File: config.mk
export PLATFORM = sky130hd
export DESIGN_NAME = wm_state_ctl
export DESIGN_NICKNAME = d
export VERILOG_FILES = /design/src/hw/wm_state_pkg.sv /design/src/hw/read_transposer.sv /design/src/hw/thread_limiter.sv /design/src/hw/wm_state_ctl.sv
export SDC_FILE = /design/constraint.sdc
export NUM_CORES = 2
export LEC_CHECK = 0
export BUFFER_PORTS_ARGS = -buffer_cell sky130_fd_sc_hd__buf_4
export CORE_AREA = 2 2 428 430
export DETAILED_ROUTE_END_ITERATION = 6
export DIE_AREA = 0 0 430 432
export GPL_ROUTABILITY_DRIVEN = 0
export PLACE_DENSITY = 0.41
export SLEW_MARGIN = 20
export SYNTH_ARGS = -nofsm -noshare
export SYNTH_HDL_FRONTEND = slang
export SYNTH_SLANG_ARGS = --single-unit
File: constraint.sdc
create_clock -name clk_i -period 7.29 [get_ports clk_i]
set_input_delay 1.458 -clock clk_i [delete_from_list [all_inputs] [get_ports clk_i]]
set_output_delay 1.458 -clock clk_i [all_outputs]
set_load 0.05 [all_outputs]
File: src/hw/wm_state_pkg.sv
// Constants, carriers and helpers shared by the windower state control
package wm_state_pkg;

  // *****************************************************
  // Register map (byte addresses)
  // *****************************************************
  localparam logic [7:0] STATS_CTL_OFS   = 8'h00; // Statistics enable
  localparam logic [7:0] DISPATCH_OFS    = 8'h04; // Thread cap and transpose
  localparam logic [7:0] ACTIVE_OFS      = 8'h08; // Active thread count
  localparam logic [7:0] PRIM_CNT_OFS    = 8'h0c; // Primitive counter
  localparam logic [7:0] PIXEL_CNT_OFS   = 8'h10; // Pixel counter
  localparam logic [7:0] INVOC_CNT_OFS   = 8'h14; // Shader invocation counter
  localparam logic [7:0] DEPTH_CNT_OFS   = 8'h18; // Depth pass counter

  // *****************************************************
  // Field positions and reset values
  // *****************************************************
  localparam int STATS_EN_BIT    = 0;  // Statistics enable
  localparam int CAP_LSB         = 25; // Thread cap field low bit
  localparam int CAP_MSB         = 31; // Thread cap field high bit
  localparam int TRANSPOSE_BIT   = 24; // Transpose on read
  localparam logic       STATS_EN_RST  = 1'b0;
  localparam logic       TRANSPOSE_RST = 1'b0;
  localparam logic [6:0] CAP_RST       = 7'h00;

  // Kinds of buffer read
  typedef enum logic {READ_SETUP, READ_CONSTANT} read_kind_t;

  // Dispatch state word as held by the block
  typedef struct packed {
    logic [6:0] active_thread_cap; // Thread count minus one
    logic       transpose_on_read; // Transpose setup and constant reads
    logic       stats_en;          // Statistics gathering on
  } wm_state_t;

  // The four statistics counters
  typedef struct packed {
    logic [31:0] prim;
    logic [31:0] pixel;
    logic [31:0] pixel_shader_invocation_count;
    logic [31:0] pixel_depth_pass_count;
  } stats_t;

  // Transpose a 4x4 matrix of 32-bit elements, row i column j at 4*i+j
  function automatic logic [511:0] xpose(input logic [511:0] d);
    logic [511:0] r;
    r = '0;
    for (int i = 0; i < 4; i++) begin
      for (int j = 0; j < 4; j++) begin
        r[32*(4*j+i) +: 32] = d[32*(4*i+j) +: 32];
      end
    end
    return r;
  endfunction

endpackage

File: src/hw/read_transposer.sv
// Buffer read path that transposes data on request
`timescale 1ns/1ps
module read_transposer (
  input  wire logic         clk_i,     // Clock
  input  wire logic         reset_i,   // Synchronous reset
  input  wire logic         valid_i,   // Read data present
  input  wire logic [511:0] data_i,    // Data as stored
  input  wire logic         xpose_i,   // Transpose this read
  output logic              valid_o,   // Delivered data present
  output logic [511:0]      data_o     // Delivered data
);

  // *****************************************************
  // One register stage, transposed or straight
  // *****************************************************
  always_ff @(posedge clk_i) begin
    if (reset_i) begin
      valid_o <= 1'b0;
      data_o  <= '0;
    end else begin
      valid_o <= valid_i;
      if (valid_i && xpose_i) begin
        data_o <= wm_state_pkg::xpose(data_i);
      end else if (valid_i) begin
        data_o <= data_i;
      end
    end
  end

endmodule

File: src/hw/thread_limiter.sv
// Thread dispatch gate that holds active threads under the cap
`timescale 1ns/1ps
module thread_limiter (
  input  wire logic       clk_i,      // Clock
  input  wire logic       reset_i,    // Synchronous reset
  input  wire logic [6:0] cap_i,      // Cap field, threads minus one
  input  wire logic       req_i,      // Thread waiting for dispatch
  input  wire logic       done_i,     // One thread retired
  output logic            grant_o,    // One-cycle dispatch pulse
  output logic [7:0]      active_o    // Threads now active
);

  logic [7:0] active_reg; // Active thread count
  logic       grant_reg;  // Dispatch pulse
  logic [7:0] limit;      // Cap plus one

  assign limit    = {1'b0, cap_i} + 8'h01;
  assign grant_o  = grant_reg;
  assign active_o = active_reg;

  // *****************************************************
  // Grant only when room stays after pending dispatch
  // *****************************************************
  always_ff @(posedge clk_i) begin
    if (reset_i) begin
      grant_reg <= 1'b0;
    end else begin
      grant_reg <= req_i && !grant_reg &&
                   (active_reg + {7'h00, grant_reg} < limit);
    end
  end

  // Count dispatches up and retirements down
  always_ff @(posedge clk_i) begin
    if (reset_i) begin
      active_reg <= 8'h00;
    end else if (grant_reg && !(done_i && active_reg != 8'h00)) begin
      active_reg <= active_reg + 8'h01;
    end else if (!grant_reg && done_i && active_reg != 8'h00) begin
      active_reg <= active_reg - 8'h01;
    end
  end

endmodule

File: src/hw/wm_state_ctl.sv
// Windower dispatch state: statistics, thread cap, transpose on read
//
// The placing of the registers and the Wishbone register port are this design's own decisions.
`timescale 1ns/1ps
module wm_state_ctl (
  input  wire logic         clk_i,          // Clock, 200 MHz
  input  wire logic         reset_i,        // Synchronous reset
  // Wishbone classic slave
  input  wire logic         cyc_i,          // Bus cycle
  input  wire logic         stb_i,          // Strobe
  input  wire logic         we_i,           // Write enable
  input  wire logic [7:0]   adr_i,          // Byte address
  input  wire logic [3:0]   sel_i,          // Byte lanes
  input  wire logic [31:0]  dat_i,          // Write data
  output logic [31:0]       dat_o,          // Read data
  output logic              ack_o,          // Acknowledge
  // Pipeline traffic
  input  wire logic         prim_i,         // Primitive passed
  input  wire logic         pixel_i,        // Pixel passed
  input  wire logic         depth_pass_i,   // Pixel passed depth
  // Thread dispatch
  input  wire logic         disp_req_i,     // Thread waiting
  input  wire logic         thread_done_i,  // Thread retired
  output logic              disp_grant_o,   // Dispatch pulse
  // Buffer read path
  input  wire logic         rd_valid_i,     // Read data present
  input  wire logic         rd_kind_i,      // 0 setup, 1 constant
  input  wire logic [511:0] rd_data_i,      // Data as stored
  output logic              rd_valid_o,     // Delivered data present
  output logic [511:0]      rd_data_o       // Delivered data
);

  // *****************************************************
  // Declarations
  // *****************************************************
  // Constant payload transposed too, as the compatible model does
  localparam logic CONST_XPOSE = 1'b1;

  wm_state_pkg::wm_state_t state_reg;   // Software state word
  wm_state_pkg::stats_t    stats_reg;   // Statistics counters
  logic [7:0]              active_cnt;  // Active threads
  logic                    grant;       // Dispatch pulse
  logic                    req_hit;     // Bus request this cycle
  logic                    do_xpose;    // Transpose current read
  logic [31:0]             rd_word;     // Decoded read value
  logic                    ack_reg;     // Acknowledge flop
  logic [31:0]             dat_reg;     // Read data flop

  // Advance a counter by one when enabled and the event fires
  function automatic logic [31:0] bump(
    input logic [31:0] cnt,
    input logic        ev,
    input logic        en
  );
    logic [31:0] r;
    r = cnt;
    if (en && ev) begin
      r = cnt + 32'h0000_0001;
    end
    return r;
  endfunction

  assign req_hit = cyc_i && stb_i && !ack_reg;
  assign ack_o   = ack_reg;
  assign dat_o   = dat_reg;

  // *****************************************************
  // Bus handshake
  // *****************************************************
  // Ack one cycle after the request, then drop for a cycle
  always_ff @(posedge clk_i) begin
    if (reset_i) begin
      ack_reg <= 1'b0;
    end else begin
      ack_reg <= req_hit;
    end
  end

  // Read decode, unmapped addresses read zero
  always_comb begin
    rd_word = 32'h0000_0000;
    unique case (adr_i)
      wm_state_pkg::STATS_CTL_OFS: begin
        rd_word[wm_state_pkg::STATS_EN_BIT] = state_reg.stats_en;
      end
      wm_state_pkg::DISPATCH_OFS: begin
        rd_word[wm_state_pkg::CAP_MSB:wm_state_pkg::CAP_LSB] =
          state_reg.active_thread_cap;
        rd_word[wm_state_pkg::TRANSPOSE_BIT] = state_reg.transpose_on_read;
      end
      wm_state_pkg::ACTIVE_OFS: begin
        rd_word[7:0] = active_cnt;
      end
      wm_state_pkg::PRIM_CNT_OFS: begin
        rd_word = stats_reg.prim;
      end
      wm_state_pkg::PIXEL_CNT_OFS: begin
        rd_word = stats_reg.pixel;
      end
      wm_state_pkg::INVOC_CNT_OFS: begin
        rd_word = stats_reg.pixel_shader_invocation_count;
      end
      wm_state_pkg::DEPTH_CNT_OFS: begin
        rd_word = stats_reg.pixel_depth_pass_count;
      end
      default: begin
        rd_word = 32'h0000_0000;
      end
    endcase
  end

  // Capture read data with the acknowledge
  always_ff @(posedge clk_i) begin
    if (reset_i) begin
      dat_reg <= 32'h0000_0000;
    end else if (req_hit && !we_i) begin
      dat_reg <= rd_word;
    end
  end

  // *****************************************************
  // State word writes
  // *****************************************************
  // Writes land on the edge that raises ack
  always_ff @(posedge clk_i) begin
    if (reset_i) begin
      state_reg.stats_en          <= wm_state_pkg::STATS_EN_RST;
      state_reg.transpose_on_read <= wm_state_pkg::TRANSPOSE_RST;
      state_reg.active_thread_cap <= wm_state_pkg::CAP_RST;
    end else if (req_hit && we_i) begin
      // Statistics enable sits in the low lane
      if (adr_i == wm_state_pkg::STATS_CTL_OFS && sel_i[0]) begin
        state_reg.stats_en <= dat_i[wm_state_pkg::STATS_EN_BIT];
      end
      // Cap and transpose share the top lane
      if (adr_i == wm_state_pkg::DISPATCH_OFS && sel_i[3]) begin
        state_reg.active_thread_cap <=
          dat_i[wm_state_pkg::CAP_MSB:wm_state_pkg::CAP_LSB];
        state_reg.transpose_on_read <= dat_i[wm_state_pkg::TRANSPOSE_BIT];
      end
    end
  end

  // *****************************************************
  // Statistics counters
  // *****************************************************
  // Each counter moves only while statistics are enabled
  always_ff @(posedge clk_i) begin
    if (reset_i) begin
      stats_reg <= '0;
    end else begin
      stats_reg.prim  <= bump(stats_reg.prim, prim_i, state_reg.stats_en);
      stats_reg.pixel <= bump(stats_reg.pixel, pixel_i, state_reg.stats_en);
      // Invocations count real dispatches
      stats_reg.pixel_shader_invocation_count <=
        bump(stats_reg.pixel_shader_invocation_count, grant,
             state_reg.stats_en);
      stats_reg.pixel_depth_pass_count <=
        bump(stats_reg.pixel_depth_pass_count, depth_pass_i,
             state_reg.stats_en);
    end
  end

  // *****************************************************
  // Thread dispatch gate
  // *****************************************************
  thread_limiter u_limiter (
    .clk_i    (clk_i),
    .reset_i  (reset_i),
    .cap_i    (state_reg.active_thread_cap),
    .req_i    (disp_req_i),
    .done_i   (thread_done_i),
    .grant_o  (grant),
    .active_o (active_cnt)
  );

  assign disp_grant_o = grant;

  // *****************************************************
  // Buffer read path
  // *****************************************************
  // Setup coefficients and constants both follow the bit, since CONST_XPOSE is set
  always_comb begin
    do_xpose = 1'b0;
    if (state_reg.transpose_on_read) begin
      if (rd_kind_i == wm_state_pkg::READ_SETUP) begin
        do_xpose = 1'b1;
      end else begin
        do_xpose = CONST_XPOSE;
      end
    end
  end

  read_transposer u_xpose (
    .clk_i   (clk_i),
    .reset_i (reset_i),
    .valid_i (rd_valid_i),
    .data_i  (rd_data_i),
    .xpose_i (do_xpose),
    .valid_o (rd_valid_o),
    .data_o  (rd_data_o)
  );

  logic [8:0] room_used; // Active plus pending dispatch

  assign room_used = {1'b0, active_cnt} + {8'h00, grant};
endmodule

* Word level (Yosys, flattened, before mapping)
Index checks and enable logic that the tools add are counted.
** Operators by class
- Add/subtract/negate cells :: 8
- Eq/ne operators :: 6
- Order comparisons :: 1
- Reduce and logical (&&, ||, !) cells :: 27
- Multiplexer cells :: 9
** Operators with widths (number)
- $mux W512 :: 2
- $add A32 B1 Y32 const B :: 4
- $pmux W16 S4 :: 1
- $pmux W8 S5 :: 1
- $pmux W7 S5 :: 1
- $eq A8 B5 Y1 const B :: 3
- $logic_and A1 B1 Y1 :: 17
- $eq A8 B4 Y1 const B :: 2
- $mux W8 :: 2
- $add A7 B1 Y8 const B :: 1
- $add A8 B1 Y8 :: 1
- $add A8 B1 Y8 const B :: 1
- $eq A8 B3 Y1 const B :: 1
- $logic_not A8 Y1 :: 1
- $lt A8 B8 Y1 :: 1
- $reduce_bool A8 Y1 :: 1
- $sub A8 B1 Y8 const B :: 1
- $pmux W1 S6 :: 1
- $logic_not A1 Y1 :: 4
- $reduce_and A2 Y1 :: 2
- $reduce_bool A2 Y1 :: 2
- $mux W1 :: 1
** Word-level totals
- Output and inout bits :: 547
- Input port bits :: 568
- Flip-flop bits (word level) :: 692

* Logic depth before layout (Yosys ltp)
- Depth in word-level cells :: 5
- Depth in mapped cells :: 12
- Depth with buffers taken out :: 11

* Modules after synthesis
From an unflattened synthesis, not the netlist that was laid out.
** Second synthesis, totals
- Cells, all modules :: 3314
- Area total of the unflattened synthesis :: 31732.9 um^2
** By module, submodules not included
- read_transposer :: area an instance 21710.8 um^2, cells each 2122, instances 1, seq. area each 10269.8 um^2
- wm_state_ctl :: area an instance 9046.2 um^2, cells each 1077, instances 1, seq. area each 3403.3 um^2
- thread_limiter :: area an instance 975.9 um^2, cells each 115, instances 1, seq. area each 180.2 um^2

* Least setup slack after synthesis
Ideal clock, no wire load.
- Path kind :: input to register
- Start :: input thread_done_i
- End :: register u_limiter.active_reg[7], in the netlist u_limiter.active_o[7]
- Library setup time :: 0.128 ns
- Data arrival time :: 3.205 ns
- Slack :: 3.957 ns
- Cell stages on the path :: 11
- Path through :: o21ai_1 and2_1 buf_6 inv_1 ha_1 a21oi_1 o22ai_1 o41ai_1 mux2i_1 xor2_1 nor2_1
** Between the ends
- Word-level cells in the longest chain between the ends :: 4
- Elaborated cells on any way between the ends :: 7
- Classes of those cells :: mux (1); reduce/logical (6)
** Ends and longest elaborated chain
- from (decl) :: line wm_state_ctl.sv:23 : input wire logic thread_done_i,
- $logic_and A1 B1 Y1 :: line thread_limiter.sv:37 : end else if (grant_reg && !(done_i && active_reg != 8'h00)) begin
- $logic_not A1 Y1 :: line thread_limiter.sv:37
- $logic_and A1 B1 Y1 :: line thread_limiter.sv:37
- $mux W8 / $reduce_bool A2 Y1 (equally long branches)
- to (signal assigned) :: line thread_limiter.sv:38 : active_reg <= active_reg + 8'h01;
- to (signal assigned) :: line thread_limiter.sv:40 : active_reg <= active_reg - 8'h01;
- to (decl) :: line thread_limiter.sv:13 : logic [7:0] active_reg;
Several ways; a longest one is shown, not always the timed one.
A chain may end at the register's enable or synchronous reset.

* Final worst setup path
- Start :: register u_limiter.active_reg[3], in the netlist u_limiter.active_o[3]
- End :: register u_limiter.active_reg[7], in the netlist u_limiter.active_o[7]
** Between the ends
- Word-level cells in the longest chain between the ends :: 5
- Elaborated cells on any way between the ends :: 10
- Classes of those cells :: add/sub (2); mux (2); reduce/logical (6)
** Ends and longest elaborated chain
- parallel branches: the longest is 5 deep, another holds $sub A8 B1 Y8
Parallel ways; which one is timed is not known. The select of a mux whose other input is x is not followed.

==> impl_metrics.tcl <==
set metrics [dict create \
    grt_pass1_wl_mm 195 \
    final_cells 6598 \
    start_util 0.164 \
    regToRegSetupSlack_ns 3.94 \
    cts_setup_buffers 0 \
    finalHoldViolCount 0 \
    whs_path_depth 2 \
    final_util 0.239 \
    r2r-start "u_limiter.active_o[3]$_SDFFE_PP0P_" \
    fin_skew_ns 0.0148 \
    yosys.area.top_type "dfxtp_1" \
    cts_tree "built" \
    path_cells "or4_1 -> o21ai_1 -> and2_1 -> inv_1 -> ha_1 -> a21oi_1 -> o22ai_1 -> o41ai_1 -> mux2i_1 -> xor2_1 -> nor2_1" \
    core.rowCount 157 \
    place_hpwl_mm 111 \
    synth_edf_count 0 \
    dpl_worst_slack_ns 3.41 \
    antenna_found_initial 22 \
    crit_required_ns 7.86 \
    synthTopCellsByCount "706 x nor2_1, 692 x dfxtp_1, 556 x mux2i_1" \
    start_kind "register" \
    worst_hold_slack_ns 0.454 \
    ant_nets 0 \
    synthesis.area_um2 29900 \
    crit_slowest_cell "or4_1" \
    dpl.cell_count 6423 \
    routed_wl_mm 142 \
    dieArea_um2 186000 \
    drive_above_1_share 0.304 \
    grt_usage 0.145 \
    clk_pin_slew_ns 0.06 \
    nets 4720 \
    fin_ws_ns 3.94 \
    largest_register_ffs 512 \
    grt_pass1_vias 25700 \
    slew_violations 0 \
    cts_sinks 692 \
    dpl_cell_area_um2 40400 \
    dr.pass1.iters 5 \
    insertion_delay_ns 0.71 \
    portBuffers 1088 \
    path_class "reg2reg" \
    post-route-min-period_ns 3.35 \
    end_kind "register" \
    rr_worst_depth 11 \
    worstHoldStart "dat_o[17]$_SDFFE_PP0P_" \
    arrival_ns 3.93 \
    max_freq_mhz 298 \
    hold_buffers 0 \
    grt_max_degree 163 \
    dr_total_vias 26800 \
    synth_seq_cells 692 \
    cp_slowest_stage_delay_ns 0.55 \
    die_w_um 430 \
    clock_path_buffers 3 \
    synthCells 3175 \
    fin_area_um2 43500 \
    period_share 0.460 \
    dr.first_iter.drc_count 1199 \
    async_flop_share 0 \
    avgRoutedWirePerCell_um 21.5 \
    status "complete, no violations" \
    synthFlopType "dfxtp_1" \
    synth.distinct_cells 49 \
    clock-root-buffer "clkbuf_16" \
    min_to "dat_o[17]$_SDFFE_PP0P_" \
    syn-num-nets 3765 \
    cap_violations 0 \
    rsz0062_at_grt "false" \
    via_per_inst 4.06 \
    io_pins 1115 \
    p_leak_nw 17.4 \
    path_max_fanout 8 \
    areaGrowthSynthToFinish_pct 45.4 \
    synth-seq-area-share 0.463 \
    avgSynthCellArea_um2 9.41 \
    synth.area.top_cells "dfxtp_1 46%, mux2i_1 19%, a211oi_1 10%, nor2_1 8.9%, xor2_1 2.5%" \
    yosysMostFrequentCell "nor2_1" \
    finalSetupViolations 0 \
    coreArea_um2 182000 \
    post-synth-top-area-fraction 0.463 \
    synth_warnings 0 \
    die_h_um 432 \
    power_mw 10.9 \
    htreeDepth 3 \
    relSlewSlack 0.284 \
    cts_resized 0 \
    tightest_slew_ns 1.07 \
    grt_remaining_overflow 0 \
    max-vdd-ir-drop_mv 0.174 \
    r2r-end "u_limiter.active_o[7]$_SDFFE_PP0P_" \
    post-route-drc-count 0 \
    cts_buffers 90 \
    powerDensity_nw_per_um2 251 \
    fin_setup_tns_ns 0 \
    hp-class "reg2reg" \
]
worst max-delay path: cells and delay by family, from the launching register on:
family	cells	cell delay [ns]
compound gates	4	0.95
xor+xnor	1	0.16
fa+ha+maj	1	0.31
buf+inv	1	0.20
flops	1	0.43
mux	1	0.27
simple gates	3	0.90
where the power goes:
part | switching, mW | internal (mW) | total (mW)
logic | 1.40 | 0.740 | 2.14
registers | 0.145 | 4.00 | 4.14
clock network | 1.89 | 2.73 | 4.62
total | 3.44 | 7.47 | 10.9
routing by layer:
layer	vias up	GRT usage	part of all wire	wire, um
met3	197	0.0597	0.086	12200
met5	-	0	0.00054	77
met4	12	0.0614	0.040	5640
li1	13300	-	-	-
met2	780	0.244	0.49	69200
met1	12500	0.161	0.39	54600
how the worst max path moves through the flow:
stage | from | to | slack (ns) | depth (start not counted)
finish | u_limiter.active_o[3]$_SDFFE_PP0P_ | u_limiter.active_o[7]$_SDFFE_PP0P_ | 3.94 | 11
global route | u_limiter.active_o[3]$_SDFFE_PP0P_ | u_limiter.active_o[7]$_SDFFE_PP0P_ | 3.72 | 11
CTS | u_limiter.active_o[3]$_SDFFE_PP0P_ | u_limiter.active_o[7]$_SDFFE_PP0P_ | 3.93 | 11
detailed placement | thread_done_i | u_limiter.active_o[7]$_SDFFE_PP0P_ | 3.41 | 11
global placement | thread_done_i | u_limiter.active_o[7]$_SDFFE_PP0P_ | 3.44 | 11
floorplan | thread_done_i | u_limiter.active_o[7]$_SDFFE_PP0P_ | 3.96 | 11
logic make-up (layout without fill, tap and decap cells):
| logic type | after synthesis | in the layout | synth area share |
|---|---|---|---|
| flops | 692 | 692 | 0.463 |
| other cells | 0 | 9 | 0 |
| mux | 558 | 558 | 0.187 |
| fa+ha+maj | 22 | 22 | 0.00946 |
| xor+xnor | 125 | 125 | 0.0366 |
| buf+inv | 264 | 1293 | 0.0352 |
| compound gates | 521 | 521 | 0.125 |
| simple gates | 993 | 993 | 0.143 |
final cells by class:
| type | instances | area, um^2 |
|---|---|---|
| diodes | 9 | 22.5 |
| clock buffers | 136 | 2690 |
| clock inverters | 30 | 377 |
| fillers | 19800 | 138000 |
| inverters | 13 | 48.8 |
| multi-input cells | 2219 | 15000 |
| flip-flops and latches | 692 | 13900 |
| well taps | 2385 | 2980 |
| repair buffers | 1114 | 8490 |
placed cells by master, fill, tap and decap left out, types with 23 or more instances in the layout:
master / Yosys / layout
nand4_1: 43 / 43
xnor2_1: 38 / 38
nor2_1: 706 / 705
nand2_1: 79 / 79
xor2_1: 87 / 87
o21ai_0: 41 / 41
buf_4: 3 / 1103
a221oi_1: 23 / 23
dfxtp_1: 692 / 691
nand3_1: 54 / 54
mux2i_1: 556 / 556
clkbuf_8: 0 / 26
a211oi_1: 399 / 399
clkbuf_16: 0 / 90
a21oi_1: 34 / 34
No activity file was read; power rests on OpenSTA's default activity.
